$ cat src/port_status_cfg.svh
// Command codes, field positions, reset values and timing constants for the root hub port registers.
`ifndef PORT_STATUS_CFG_SVH
`define PORT_STATUS_CFG_SVH

`define CMD_RD_PORT1 8'h15
`define CMD_RD_PORT2 8'h16
`define CMD_WR_PORT1 8'h95
`define CMD_WR_PORT2 8'h96

`define BIT_CONNECTED 0
`define BIT_ENABLED 1
`define BIT_SUSPENDED 2
`define BIT_OVERCURRENT 3
`define BIT_RESET_ACTIVE 4
`define BIT_POWER_ON 8
`define BIT_LOW_SPEED 9
`define BIT_CONNECT_CHG 16
`define BIT_ENABLE_CHG 17
`define BIT_RESUME_DONE_CHG 18
`define BIT_OVERCURRENT_CHG 19
`define BIT_RESET_DONE_CHG 20

`define PORT_RESET_VALUE 32'h0000_0000

`define CLK_FREQ_HZ 20000000
`define PORT_RESET_MS 10
`define RESYNC_MS 3
`define PORT_RESET_CYCLES ((`PORT_RESET_MS * `CLK_FREQ_HZ) / 1000)
`define RESYNC_CYCLES ((`RESYNC_MS * `CLK_FREQ_HZ) / 1000)

`endif

$ cat src/port_status_pkg.sv
// Types shared by the root hub port status and change logic.
package port_status_pkg;

    // Status half of one port register.
    typedef struct packed {
        logic low_speed_attached;
        logic port_power_on;
        logic port_reset_active;
        logic port_overcurrent;
        logic port_suspended;
        logic port_enabled;
        logic device_connected;
    } port_stat_s;

    // Sticky change half of one port register.
    typedef struct packed {
        logic reset_done_chg;
        logic overcurrent_chg;
        logic resume_done_chg;
        logic enable_chg;
        logic connect_chg;
    } port_chg_s;

    // Events reported by the port signalling logic for one port.
    typedef struct packed {
        logic connected;
        logic low_speed;
        logic overcurrent;
        logic enable_lost;
        logic resume_signal_done;
    } port_evt_s;

    // Write strobes handed from the register file to the port signalling logic.
    typedef struct packed {
        logic set_reset;
        logic set_enable;
        logic clr_enable;
        logic set_suspend;
        logic clr_suspend;
        logic set_power;
        logic clr_power;
    } port_req_s;

    typedef enum logic [1:0] {
        PH_IDLE = 2'b00,
        PH_RESET = 2'b01,
        PH_RESYNC = 2'b10
    } phase_e;

    typedef struct packed {
        port_stat_s stat;
        port_chg_s chg;
        phase_e phase;
        logic [31:0] count;
        logic pend_valid;
        logic [31:0] pend_data;
        logic oc_seen;
        logic conn_seen;
    } port_state_s;

    typedef struct packed {
        port_state_s [1:0] port;
        logic [31:0] rd_data;
        logic rd_valid;
    } block_state_s;

endpackage

$ cat src/root_hub_port_status_change.sv
// Status and sticky change registers for the two downstream root hub ports.
`include "port_status_cfg.svh"
// What this block does
// - Defer status writes until transaction completes.
// - Status low half, change flags high half.
// - One register per downstream port, two.
// - Codes 15h and 16h read ports.
// - Codes 95h and 96h write ports.
// - Reset done flag set after reset.
// - Writing one clears change flag; zero ignored.
// - Overcurrent change set on indicator change.
// - Resume done set after full sequence.
// - Resume done cleared when reset done sets.
// - Enable change set on hardware disable.
// - Software enable changes never set flag.
// - Connect change set on connect/disconnect.
// - Overcurrent clears port power.
// - Bit 9 reports low-speed device.
module root_hub_port_status_change #(
    parameter int PORTS = 2,
    parameter int RESET_CYCLES = `PORT_RESET_CYCLES,
    parameter int RESYNC_CYCLES = `RESYNC_CYCLES
) (
    // Clock and reset.
    input wire logic mclk,
    input wire logic rst,
    // Command bus.
    input wire logic cmd_valid,
    input wire logic [7:0] cmd_code,
    input wire logic [31:0] cmd_wdata,
    output logic [31:0] rd_data,
    output logic rd_valid,
    // USB transaction in progress, token through handshake.
    input wire logic usb_busy,
    // Port events from the signalling logic.
    input port_status_pkg::port_evt_s [1:0] port_evt,
    // Port status and change flags toward the signalling logic.
    output port_status_pkg::port_stat_s [1:0] port_stat,
    output port_status_pkg::port_chg_s [1:0] port_chg
);

    // The decoder only knows two command codes per direction.
    initial begin
        if (PORTS != 2) begin
            $error("root_hub_port_status_change supports exactly two ports");
        end
        if (RESET_CYCLES < 1 || RESYNC_CYCLES < 1) begin
            $error("timing counts must be at least one cycle");
        end
    end

    port_status_pkg::block_state_s st_ff;
    port_status_pkg::block_state_s nxt_st;

    // Compose a register image: status in the low half, changes in the high half.
    function automatic logic [31:0] image(input port_status_pkg::port_state_s p);
        logic [31:0] v;
        v = `PORT_RESET_VALUE;
        v[`BIT_CONNECTED] = p.stat.device_connected;
        v[`BIT_ENABLED] = p.stat.port_enabled;
        v[`BIT_SUSPENDED] = p.stat.port_suspended;
        v[`BIT_OVERCURRENT] = p.stat.port_overcurrent;
        v[`BIT_RESET_ACTIVE] = p.stat.port_reset_active;
        v[`BIT_POWER_ON] = p.stat.port_power_on;
        v[`BIT_LOW_SPEED] = p.stat.device_connected & p.stat.low_speed_attached;
        v[`BIT_CONNECT_CHG] = p.chg.connect_chg;
        v[`BIT_ENABLE_CHG] = p.chg.enable_chg;
        v[`BIT_RESUME_DONE_CHG] = p.chg.resume_done_chg;
        v[`BIT_OVERCURRENT_CHG] = p.chg.overcurrent_chg;
        v[`BIT_RESET_DONE_CHG] = p.chg.reset_done_chg;
        return v;
    endfunction

    // Next state: command decode, deferred writes, hardware events and timers.
    always_comb begin
        logic [31:0] w;
        logic apply;
        logic rst_done;
        logic resume_done;
        logic hw_disable;
        logic conn_evt;
        w = '0;
        apply = 1'b0;
        rst_done = 1'b0;
        resume_done = 1'b0;
        hw_disable = 1'b0;
        conn_evt = 1'b0;
        nxt_st = st_ff;
        nxt_st.rd_valid = 1'b0;
        if (cmd_valid) begin
            case (cmd_code)
                `CMD_RD_PORT1: begin
                    nxt_st.rd_data = image(st_ff.port[0]);
                    nxt_st.rd_valid = 1'b1;
                end
                `CMD_RD_PORT2: begin
                    nxt_st.rd_data = image(st_ff.port[1]);
                    nxt_st.rd_valid = 1'b1;
                end
                `CMD_WR_PORT1: begin
                    nxt_st.port[0].pend_valid = 1'b1;
                    nxt_st.port[0].pend_data = cmd_wdata;
                end
                `CMD_WR_PORT2: begin
                    nxt_st.port[1].pend_valid = 1'b1;
                    nxt_st.port[1].pend_data = cmd_wdata;
                end
                default: begin
                end
            endcase
        end
        for (int i = 0; i < 2; i++) begin
            w = st_ff.port[i].pend_data;
            // A write waits while a transaction is on the bus.
            apply = st_ff.port[i].pend_valid && !usb_busy;
            rst_done = 1'b0;
            resume_done = 1'b0;
            hw_disable = 1'b0;
            if (apply) begin
                nxt_st.port[i].pend_valid = cmd_valid && (cmd_code == (i == 0 ? `CMD_WR_PORT1 : `CMD_WR_PORT2));
                // Change flags clear on one; a later event in this cycle sets again.
                if (w[`BIT_CONNECT_CHG]) nxt_st.port[i].chg.connect_chg = 1'b0;
                if (w[`BIT_ENABLE_CHG]) nxt_st.port[i].chg.enable_chg = 1'b0;
                if (w[`BIT_RESUME_DONE_CHG]) nxt_st.port[i].chg.resume_done_chg = 1'b0;
                if (w[`BIT_OVERCURRENT_CHG]) nxt_st.port[i].chg.overcurrent_chg = 1'b0;
                if (w[`BIT_RESET_DONE_CHG]) nxt_st.port[i].chg.reset_done_chg = 1'b0;
                // Low half on write: 0 clear enable, 1 set enable, 2 set suspend, 3 clear suspend,
                // 4 set reset, 8 set power, 9 clear power. Software enable changes are silent.
                if (w[0]) nxt_st.port[i].stat.port_enabled = 1'b0;
                if (w[1] && st_ff.port[i].stat.device_connected) nxt_st.port[i].stat.port_enabled = 1'b1;
                if (w[2] && st_ff.port[i].stat.device_connected) nxt_st.port[i].stat.port_suspended = 1'b1;
                if (w[3] && st_ff.port[i].stat.port_suspended) begin
                    nxt_st.port[i].phase = port_status_pkg::PH_RESYNC;
                    nxt_st.port[i].count = '0;
                end
                if (w[4] && st_ff.port[i].stat.device_connected) begin
                    nxt_st.port[i].stat.port_reset_active = 1'b1;
                    nxt_st.port[i].phase = port_status_pkg::PH_RESET;
                    nxt_st.port[i].count = '0;
                end
                if ((w[1] | w[2] | w[4]) && !st_ff.port[i].stat.device_connected) conn_evt = 1'b1;
                if (w[8]) nxt_st.port[i].stat.port_power_on = 1'b1;
                if (w[9]) nxt_st.port[i].stat.port_power_on = 1'b0;
            end
            // Reset signalling and resume resync timers.
            case (st_ff.port[i].phase)
                port_status_pkg::PH_RESET: begin
                    nxt_st.port[i].count = st_ff.port[i].count + 32'h0000_0001;
                    if (st_ff.port[i].count == 32'(RESET_CYCLES - 1)) begin
                        rst_done = 1'b1;
                        nxt_st.port[i].phase = port_status_pkg::PH_IDLE;
                        nxt_st.port[i].stat.port_reset_active = 1'b0;
                        nxt_st.port[i].stat.port_enabled = 1'b1;
                    end
                end
                port_status_pkg::PH_RESYNC: begin
                    // Counting starts once the resume pulse and low-speed end of packet are done.
                    if (port_evt[i].resume_signal_done || st_ff.port[i].count != '0) begin
                        nxt_st.port[i].count = st_ff.port[i].count + 32'h0000_0001;
                    end
                    if (st_ff.port[i].count == 32'(RESYNC_CYCLES)) begin
                        resume_done = 1'b1;
                        nxt_st.port[i].phase = port_status_pkg::PH_IDLE;
                        nxt_st.port[i].stat.port_suspended = 1'b0;
                    end
                end
                default: begin
                    nxt_st.port[i].count = '0;
                end
            endcase
            // Overcurrent indicator follows the pin and drops port power.
            nxt_st.port[i].oc_seen = port_evt[i].overcurrent;
            nxt_st.port[i].stat.port_overcurrent = port_evt[i].overcurrent;
            if (port_evt[i].overcurrent) nxt_st.port[i].stat.port_power_on = 1'b0;
            if (port_evt[i].overcurrent != st_ff.port[i].oc_seen) nxt_st.port[i].chg.overcurrent_chg = 1'b1;
            // Connect tracking.
            nxt_st.port[i].conn_seen = port_evt[i].connected;
            nxt_st.port[i].stat.device_connected = port_evt[i].connected;
            nxt_st.port[i].stat.low_speed_attached = port_evt[i].low_speed;
            if (port_evt[i].connected != st_ff.port[i].conn_seen || conn_evt) begin
                nxt_st.port[i].chg.connect_chg = 1'b1;
            end
            conn_evt = 1'b0;
            // Hardware disable: lost enable, disconnect or overcurrent.
            hw_disable = st_ff.port[i].stat.port_enabled &&
                (port_evt[i].enable_lost || !port_evt[i].connected || port_evt[i].overcurrent);
            if (hw_disable) begin
                nxt_st.port[i].stat.port_enabled = 1'b0;
                nxt_st.port[i].chg.enable_chg = 1'b1;
            end
            if (resume_done) nxt_st.port[i].chg.resume_done_chg = 1'b1;
            if (rst_done) begin
                nxt_st.port[i].chg.reset_done_chg = 1'b1;
                nxt_st.port[i].chg.resume_done_chg = 1'b0;
            end
        end
    end

    // State register; everything starts cleared.
    always_ff @(posedge mclk or posedge rst) begin
        if (rst) begin
            st_ff <= '0;
        end else begin
            st_ff <= nxt_st;
        end
    end

    // Outputs come straight from the state register.
    assign rd_data = st_ff.rd_data;
    assign rd_valid = st_ff.rd_valid;
    assign port_stat[0] = st_ff.port[0].stat;
    assign port_stat[1] = st_ff.port[1].stat;
    assign port_chg[0] = st_ff.port[0].chg;
    assign port_chg[1] = st_ff.port[1].chg;

endmodule

$ cat config.mk
export PLATFORM = sky130hd
export DESIGN_NAME = root_hub_port_status_change
export DESIGN_NICKNAME = d
export VERILOG_FILES = /design/src/port_status_pkg.sv /design/src/root_hub_port_status_change.sv
export VERILOG_INCLUDE_DIRS = /design/src /design/src/src
export SDC_FILE = /design/constraint.sdc
export NUM_CORES = 1
export LEC_CHECK = 0
export ABC_AREA = 1
export BUFFER_PORTS_ARGS = -buffer_cell sky130_fd_sc_hd__buf_2
export CORE_UTILIZATION = 45
export CTS_CLUSTER_SIZE = 25
export DETAILED_ROUTE_END_ITERATION = 8
export PLACE_DENSITY_LB_ADDON = 0.05
export SYNTH_ARGS = -nofsm -noshare
export SYNTH_HDL_FRONTEND = slang
export SYNTH_SLANG_ARGS = --single-unit
$ cat constraint.sdc
create_clock -name mclk -period 5.7 [get_ports mclk]
set_input_delay 1.14 -clock mclk [delete_from_list [all_inputs] [get_ports mclk]]
set_output_delay 1.14 -clock mclk [all_outputs]
set_load 0.01 [all_outputs]
# Word-level counts from Yosys, hierarchy flattened
# Index checks and enable logic that the tools add are counted.
# totals
inputBits	54
wordCells	229
output_inout_bits	57
register_bits	191
# op_classes
bitwise_logic	6
eq_ne	20
addsub	2
reduce_logical	79
muxes	88
# ops
op	count
34-bit 2-to-1 mux	4
33-bit 2-to-1 mux	4
32-bit case mux with 2 select lines	2
40-bit 2-to-1 mux	2
33-bit case mux with 2 select lines	1
32-bit by 1-bit adder with 32-bit output, second input constant	2
32-bit by 16-bit == test with 1-bit output, second input constant	2
32-bit by 18-bit == test with 1-bit output, second input constant	2
32-bit 2-to-1 mux	2
32-bit nonzero test	2
1-bit 2-to-1 mux	63
2-bit nonzero test	23
2-bit AND reduction	19
3-bit nonzero test	6
8-bit by 5-bit == test with 1-bit output, second input constant	2
8-bit == test, second input constant	2
1-bit logical AND	16
2-bit 2-to-1 mux	8
1-bit logical OR	8
4-bit inequality test, second input constant	2
2-bit case mux with 2 select lines	2
3-bit inequality test, second input constant	2
1-bit zero test	5
2-bit by 1-bit == test with 1-bit output, second input constant	2
other kinds (4)	12

# Longest topological paths before layout
# Gate-level depths: netlist (run 1).
# logic_depth
word_depth	8
mapped_depth	11
ltp_nobuf	11

# Worst setup path after synthesis (run 1)
# Ideal clock, no wire load.
# synth_path
kind	input to register
startpoint	input cmd_code[3]
endpoint	register st_ff, in the netlist rd_data[18]
stages	9
path_buffers	1
setup_ns	0.116
t_required_ns	5.584
arrival_ns	2.014
slack_ns	3.570
cell_sequence	inv_1 > nand2_1 > nor3_1 > nand2_1 > inv_2 > o21ai_2 > buf_2 > nand2_1 > nand2_1
# synth_via
elab_chain_len	3
word_cells_on_any_way	5
classes_between	eq/ne: 2; mux: 1; reduce/logical: 2
# synth_lines
item	line	rtl
from (decl)	root_hub_port_status_change.sv:29	input wire logic [7:0] cmd_code,
8-bit by 5-bit == test with 1-bit output	root_hub_port_status_change.sv:91	case (cmd_code)
2-bit nonzero test (no source line)	-	
2-bit AND reduction (no source line)	-	
to (signal assigned)	root_hub_port_status_change.sv:204	st_ff <= nxt_st;
to (decl)	root_hub_port_status_change.sv:52	port_status_pkg::block_state_s st_ff;
# Parallel ways exist; a longest one is shown, timed or not. The select of a mux whose other input is x is not followed.
# A chain may end at the register's enable or synchronous reset.

# Final worst setup path (run 1)
# layout_path
startpoint	input usb_busy
endpoint	register st_ff[174] in the netlist's numbering
# layout_via
elab_chain_len	4
# layout_lines
item	line	rtl
from (decl)	root_hub_port_status_change.sv:34	input wire logic usb_busy,
1-bit zero test	root_hub_port_status_change.sv:115	apply = st_ff.port[i].pend_valid && !usb_busy;
1-bit logical AND	root_hub_port_status_change.sv:115	
3-bit inequality test (no source line)	-	
2-bit AND reduction (no source line)	-	
# No other way between the ends.

==> results_dict.tcl, run 1 <==
set metrics [dict create \
    fp.dieH_um 136 \
    diodes 0 \
    num_rows 48 \
    ant_nets 0 \
    io_pins 111 \
    final_cell_mix "308 x nand2_1, 172 x nor2_1, 131 x dfrtp_1" \
    multi_input_area_mm2 0.00381 \
    gr-usage-all-layers_pct 23.4 \
    cap_violations 0 \
    worstHoldPathType "flop to flop" \
    register_area_mm2 0.00328 \
    post-route-drc-count 0 \
    routed_via_density 5.07 \
    fin_nets 1188 \
    synth_cell_types 49 \
    wl_per_cell_um 14.9 \
    cpMaxStageDelayCell "nor2_1" \
    slew_headroom_pct 32.1 \
    cts_buffers 17 \
    chipWidth_um 136 \
    grt_overflow 0 \
    period_minus_slack_ps 2580 \
    synth_seq_cells 131 \
    p_leak_nw 4.06 \
    clk_path_buf_depth 2 \
    final_common_cell "nand2_1" \
    finClkSkew_ps 15.0 \
    cpMostUsedCell "nor2_1" \
    setup_viol 0 \
    hold_viol 0 \
    outcome "complete, no violations" \
    synth_ff_type "dfrtp_1" \
    post-cts-setup-buffers 0 \
    cts_sinks 131 \
    drive_gt1_share_pct 13.3 \
    vias 6911 \
    p_per_area_mw_per_mm2 240 \
    final_max_slew_viol_count 0 \
    period_share_pct 45.3 \
    irDropWorstVdd_v 0.000256 \
    tns_ps 0 \
    die_area_mm2 0.0184 \
    placed_area_mm2 0.00823 \
    worst_pin_slew_ps 1020 \
    syn-instance-count 1098 \
    crit_family "simple AND/OR/NAND/NOR gates" \
    dp_hpwl_um 14900 \
    cp.buffers_inverters 2 \
    cp-start-kind "input pin" \
    synth_edf_count 0 \
    cp_cell_sequence "buf_2, nor2_1, nand2_1, nor2_1, nor2_1, nand3_1, nand2_1, inv_1, nand2_1, nor2_1" \
    antenna_found_initial 0 \
    cts_resized 0 \
    fmax_mhz 387 \
    cp_max_fo 13 \
    clkTransAtPathRegs_ps 60 \
    start_util_pct 46.3 \
    end_kind "flop" \
    grt_max_degree 96 \
    fillers 1781 \
    slowest_delay_ps 720 \
    critical_path_arrival_ps 2940 \
    final_cells 1364 \
    crit_required_ps 6060 \
    numPortBuffers 70 \
    grt_pass1_vias 6465 \
    dp_slack_ps 2650 \
    root_buffer "clkbuf_16" \
    cts_tree "yes" \
    layout_setup_ws_ps 3120 \
    synth_warnings 0 \
    ys_seq_area_share_pct 40.8 \
    dp.cells 1332 \
    syn_area_per_cell_um2 7.31 \
    path_class "input pin to flop" \
    grt_pass1_wl_um 33100 \
    cts_hold_buf 0 \
    final_util_pct 50.8 \
    finalWeightedCongestion 0.877 \
    postRouteWirelength_um 20300 \
    core_mm2 0.0174 \
    async_flop_share_pct 100 \
    netlist_area_mm2 0.00803 \
    drt_first_pass_iters 5 \
    drtIter0Drc 515 \
    fin_area_mm2 0.00881 \
    h-tree-depth 4 \
    area_delta_synth_final_pct 9.76 \
    worstSkewPairLatency_ps 430 \
    rsz0062_at_grt "false" \
]
-- stage by stage --
stage | power [mW] | hold WS [ps]
after global routing | 2.19 | 495
after floorplan | 1.02 | 436
after CTS | 2.13 | 477
after detailed placement | 1.04 | 461
after global placement | 1.04 | 459
final | 2.11 | 472
-- routing by layer --
layer,global-route usage [%],wire [µm],part of all wire [%]
met2,35.4,9190,45
met4,7.93,415,2.0
met1,33.4,9900,49
met5,0,0,0
met3,4.23,834,4.1
-- synthesized netlist by cell type (2+ instances only) --
| cell | number | share of area, % |
|---|---|---|
| a2111oi_2 | 2 | 0.37 |
| a211oi_1 | 14 | 1.3 |
| a211oi_2 | 2 | 0.31 |
| a21boi_0 | 3 | 0.28 |
| a21o_1 | 6 | 0.56 |
| a21oi_1 | 4 | 0.25 |
| a221oi_1 | 2 | 0.22 |
| a22o_1 | 7 | 0.76 |
| a31oi_1 | 2 | 0.16 |
| buf_1 | 3 | 0.14 |
| buf_2 | 4 | 0.25 |
| buf_4 | 57 | 5.3 |
| clkbuf_1 | 20 | 0.94 |
| dfrtp_1 | 131 | 41 |
| ha_1 | 8 | 1.2 |
| inv_1 | 119 | 5.6 |
| inv_2 | 5 | 0.23 |
| nand2_1 | 308 | 14 |
| nand2_2 | 7 | 0.55 |
| nand2_4 | 2 | 0.28 |
| nand3_1 | 54 | 3.4 |
| nand3b_1 | 2 | 0.19 |
| nand4_1 | 10 | 0.78 |
| nor2_1 | 172 | 8.0 |
| nor2_2 | 3 | 0.23 |
| nor2_4 | 10 | 1.4 |
| nor3_1 | 20 | 1.2 |
| nor3_2 | 4 | 0.50 |
| o211ai_1 | 35 | 3.3 |
| o21ai_0 | 37 | 2.3 |
| o22ai_1 | 3 | 0.23 |
| or2_2 | 5 | 0.39 |
| xnor2_1 | 12 | 1.3 |
| xor2_1 | 10 | 1.1 |
-- power by group --
group	internal (mW)	switching, mW
clock	0.646	0.449
combinational	0.0203	0.0464
sequential	0.942	0.0102
total	1.61	0.506
-- worst register-to-register path: stages, from the launching register on --
cell and delay [ps]:
dfrtp_1 390, inv_1 80, ha_1 690, inv_1 480, nand2_1 260, inv_1 110, nor3_1 130
-- logic make-up after synthesis --
group / count (synthesis) / synth area share [%]
simple gates: 603 / 32.2
xor+xnor: 22 / 2.40
fa+ha+maj: 8 / 1.25
buf+inv: 210 / 12.6
compound gates: 123 / 10.7
flops: 131 / 40.8
other cells: 1 / 0.0467
-- sequential cells by signal, summed over array words and instances, names as in the netlist --
register	count
port_chg	10
port_stat	10
rd_data	12
rd_valid	1
st_ff	98
-- layout make-up --
cell class	count	share of cell area [%]
Multi-Input combinational cell	776	43.2
Sequential cell	131	37.2
Inverter	125	5.38
Clock buffer	17	4.83
Timing Repair Buffer	75	4.40
Tap cell	225	3.20
Clock inverter	15	1.79
-- final timing paths --
kind	slack, ps	from	to	depth (start not counted)
min in group asynchronous	880	rst	st_ff[54]	2
max	3120	usb_busy	st_ff[174]	10
min	470	rd_data[17]	rd_data[17]	2
min reg2reg	470	rd_data[17]	rd_data[17]	2
max reg2reg	3480	st_ff[182]	st_ff[176]	6
max in group asynchronous	3810	rst	st_ff[153]	3
(Power assumes the default switching activity.)
==> run 2: changes to the inputs <==
clock period = 2.2 ns   (was 5.7 ns; I/O delays follow)
==> results_dict.tcl, run 2 (same netlist as run 1, synthesis figures left out) <==
set metrics [dict create \
    outcome "complete, no violations" \
    finalWeightedCongestion 0.895 \
    largest_reg_flops 98 \
    postRouteWirelength_um 20500 \
    wl_per_cell_um 14.9 \
    placed_area_mm2 0.00833 \
    period_minus_slack_ps 1830 \
    reg2reg_depth 7 \
    num_rows 48 \
    post-cts-setup-buffers 0 \
    numPortBuffers 70 \
    critical_path_arrival_ps 2130 \
    drt_first_pass_iters 5 \
    worstHoldPathType "input pin to asynchronous set/reset pin" \
    vias 6796 \
    path_class "flop to flop" \
    cts_resized 0 \
    clkTransAtPathRegs_ps 60 \
    antenna_found_initial 0 \
    tns_ps 0 \
    cp-start-kind "flop" \
    post-route-drc-count 0 \
    drive_gt1_share_pct 14.1 \
    drtIter0Drc 416 \
    start_util_pct 46.3 \
    clk_path_buf_depth 2 \
    final_util_pct 51.4 \
    io_pins 111 \
    grt_pass1_wl_um 32900 \
    p_per_area_mw_per_mm2 618 \
    fmax_mhz 547 \
    final_common_cell "nand2_1" \
    dp.cells 1343 \
    cap_violations 0 \
    dp_hpwl_um 15200 \
    hold_ws_ps 26.4 \
    multi_input_area_mm2 0.00381 \
    core_mm2 0.0174 \
    fin_area_mm2 0.00893 \
    r2r_start "st_ff[68]" \
    diodes 0 \
    final_cell_mix "308 x nand2_1, 172 x nor2_1, 131 x dfrtp_1" \
    worstSkewPairLatency_ps 430 \
    fillers 1776 \
    gr-usage-all-layers_pct 23.4 \
    rsz0062_at_grt "false" \
    area_delta_synth_final_pct 11.2 \
    setup_viol 0 \
    register_area_mm2 0.00328 \
    cts_tree "yes" \
    largest_register "st_ff" \
    final_cells 1375 \
    final_max_slew_viol_count 0 \
    irDropWorstVdd_v 0.000600 \
    p_leak_nw 4.13 \
    fin_nets 1199 \
    cp_max_fo 6 \
    root_buffer "clkbuf_16" \
    cts_sinks 131 \
    chipWidth_um 136 \
    grt_pass1_vias 6367 \
    fp.dieH_um 136 \
    worst_pin_slew_ps 537 \
    reg2reg_slack_ps 370 \
    cts_buffers 17 \
    period_share_pct 83.1 \
    grt_overflow 0 \
    hold_viol 0 \
    r2r-end "port_chg[2]" \
    crit_required_ps 2500 \
    cts_hold_buf 0 \
    die_area_mm2 0.0184 \
    grt_max_degree 50 \
    ant_nets 0 \
    end_kind "flop" \
    h-tree-depth 4 \
    routed_via_density 4.94 \
    slew_headroom_pct 64.2 \
    finClkSkew_ps 15.5 \
]
-- run 2: cell count changes in the layout (fill, tap and decap cells not counted), sizes merged --
| cell | change |
|---|---|
| inv | +2 |
| clkbuf | +2 |
| clkinvlp | -1 |
| buf | +11 |
| clkinv | -3 |
-- run 2: how the worst max path moves through the flow --
stage / startpoint / end / slack [ps] / cells after the start
final: st_ff[68] / port_chg[2] / 370 / 7
after global routing: st_ff[68] / st_ff[100] / 170 / 11
after CTS: st_ff[149] / port_chg[7] / 350 / 7
after detailed placement: cmd_code[5] / rd_data[17] / 270 / 10
after global placement: cmd_code[5] / rd_data[17] / 240 / 10
after floorplan: rst / port_chg[0] / 140 / 1
-- run 2: power by group --
group	internal [mW]	switching, mW	leakage [nW]
sequential	2.44	0.0231	1.77
combinational	0.0616	0.127	2.07
clock	1.72	1.15	0.287
total	4.22	1.30	4.13
-- run 2: metrics by stage --
step / setup WS [ps] / power (mW)
after detailed placement: 271 / 2.70
final: 372 / 5.52
after CTS: 351 / 5.60
after floorplan: 137 / 2.65
after global routing: 167 / 5.72
after global placement: 244 / 2.70
-- run 2: area by class of cell --
type	count	area share (%)
clock buffer	19	4.96
clock inverter	13	1.67
inverter	125	5.30
multi-input combinational	776	42.6
sequential	131	36.7
tap	225	3.15
timing repair buffer	86	5.55
-- run 2: per-layer routing --
| metal | wire length [µm] | global-route usage, % | up-vias | share of wire, % |
|---|---|---|---|---|
| li1 | - | - | 3509 | - |
| met3 | 720 | 4.75 | 29 | 3.5 |
| met2 | 9010 | 35.2 | 149 | 44 |
| met5 | 0 | 0 | - | 0 |
| met1 | 10400 | 33.4 | 3109 | 51 |
| met4 | 325 | 7.43 | 0 | 1.6 |
-- run 2: critical path, cell delays in order (launching register included) --
cell,delay (ps)
dfrtp_1,480
ha_1,230
inv_1,90
nor2_4,160
nand2_1,170
nor3_2,190
nand4_1,210
a21boi_0,180
==> run 3: changes to the inputs <==
clock period = 1.9 ns   (was 2.2 ns; I/O delays follow)
==> results_dict.tcl, run 3 (same netlist as run 1, synthesis figures left out) <==
set metrics [dict create \
    largest_reg_flops 98 \
    outcome "complete, no violations" \
    swShare_pct 22.9 \
    final_common_cell "nand2_1" \
    cts_sinks 131 \
    rsz0062_at_grt "false" \
    num_rows 48 \
    chipWidth_um 136 \
    critical_path_arrival_ps 2060 \
    cp-startpoint "st_ff[181]" \
    irDropWorstVdd_v 0.000648 \
    cts_buffers 17 \
    antenna_found_initial 0 \
    drtIter0Drc 569 \
    fmax_mhz 574 \
    period_minus_slack_ps 1740 \
    start_util_pct 46.3 \
    routed_via_density 5.04 \
    grt_pass1_wl_um 33600 \
    path_class "flop to flop" \
    worstHoldPathType "input pin to flop" \
    slew_headroom_pct 63.4 \
    worstSkewPairLatency_ps 430 \
    pwr-share-comb_pct 3.3 \
    diodes 0 \
    dp_hpwl_um 15400 \
    power_frac_seq_pct 42.7 \
    dp_slack_ps 112 \
    drt_first_pass_iters 5 \
    grt_overflow 0 \
    internal-power_mw 5.15 \
    hold_viol 0 \
    vias 6987 \
    cts_tree "yes" \
    grt_pass1_vias 6409 \
    post-route-drc-count 0 \
    gr-usage-all-layers_pct 23.9 \
    period_share_pct 91.7 \
    crit_required_ps 2220 \
    numPortBuffers 70 \
    postRouteWirelength_um 20700 \
    p_clk_share_pct 53.9 \
    grt_max_degree 49 \
    die_area_mm2 0.0184 \
    root_buffer "clkbuf_16" \
    ant_nets 0 \
    worstHoldStart "port_evt[3]" \
    r2r_start "st_ff[181]" \
    h-tree-depth 4 \
    p_sw_mw 1.53 \
    largest_register "st_ff" \
    cap_violations 0 \
    fp.dieH_um 136 \
    clkTransAtPathRegs_ps 60 \
    finalWeightedCongestion 0.891 \
    finClkSkew_ps 8.27 \
    clk_path_buf_depth 2 \
    final_cell_mix "307 x nand2_1, 171 x nor2_1, 130 x dfrtp_1" \
    tns_ps 0 \
    worst_pin_slew_ps 548 \
    cp-start-kind "flop" \
    drive_gt1_share_pct 15.2 \
    core_mm2 0.0174 \
    wl_per_cell_um 15.0 \
    multi_input_area_mm2 0.00381 \
    io_pins 111 \
    cp_max_fo 12 \
    p_leak_nw 4.21 \
    fillers 1731 \
    end_kind "flop" \
    layout_setup_ws_ps 158 \
    p_per_area_mw_per_mm2 735 \
    fin_nets 1211 \
    setup_viol 0 \
    final_max_slew_viol_count 0 \
    register_area_mm2 0.00328 \
    area_delta_synth_final_pct 13.2 \
]
run 3: cell count changes in the layout (fill, tap and decap cells not counted), sizes merged:
cell,previous run,this run
buf,86,97
bufinv,2,4
clkbuf,19,18
clkinv,4,6
dlygate4sd3,0,1
inv,129,126
run 3: layout make-up:
cell class	count	area share (%)
flip-flops and latches	131	36.1
clock inverters	14	2.22
repair buffers	98	6.61
inverters	125	5.21
clock buffers	18	4.83
multi-input cells	776	41.9
well taps	225	3.10
run 3: power by group through the flow:
stage	sequential [mW]	combinational (mW)	clock [mW]
2_1_floorplan	2.89	0.169	0
3_3_place_gp	2.90	0.223	0
3_5_place_dp	2.91	0.225	0
4_1_cts	2.85	0.228	3.66
5_1_grt	2.86	0.255	3.81
6_report	2.86	0.221	3.60
run 3: repair_timing:
action,CTS,global route
buffers inserted,0,0
setup endpoints to repair,0,13
endpoints found under the hold margin,7,0
hold buffers,1,0
resized for setup,0,3
run 3: worst max-delay path: stages, from the launching register on:
cell	delay (ps)
dfrtp_1	370
inv_1	60
ha_1	630
inv_1	160
nand2_1	180
inv_1	110
nand3_1	80
nand2_1	60
run 3: worst paths after layout:
kind	to	slack, ps	cells after the start
max	st_ff[150]	160	7
min	port_stat[6]	60	1
max reg2reg	st_ff[150]	160	7
min reg2reg	port_stat[12]	470	1
max in group asynchronous	st_ff[68]	880	4
min in group asynchronous	st_ff[135]	480	3
run 3: through the flow:
stage | utilization (%) | instances | hold WS (ps) | power (mW) | instance area, µm²
2_1_floorplan | - | 1117 | 411 | 3.06 | 8100
3_3_place_gp | 48.6 | 1354 | 356 | 3.13 | 8430
3_5_place_dp | 48.6 | 1354 | 358 | 3.13 | 8430
4_1_cts | 52.3 | 1387 | 46.0 | 6.75 | 9080
5_1_grt | 52.4 | 1387 | 46.3 | 6.92 | 9090
6_report | 52.4 | 1387 | 57.9 | 6.68 | 9090
run 3: layer usage:
metal,GRT usage [%],part of all wire [%]
met2,35.1,44
met1,34.5,49
met3,4.38,4.5
met5,0,0
met4,9.11,2.3
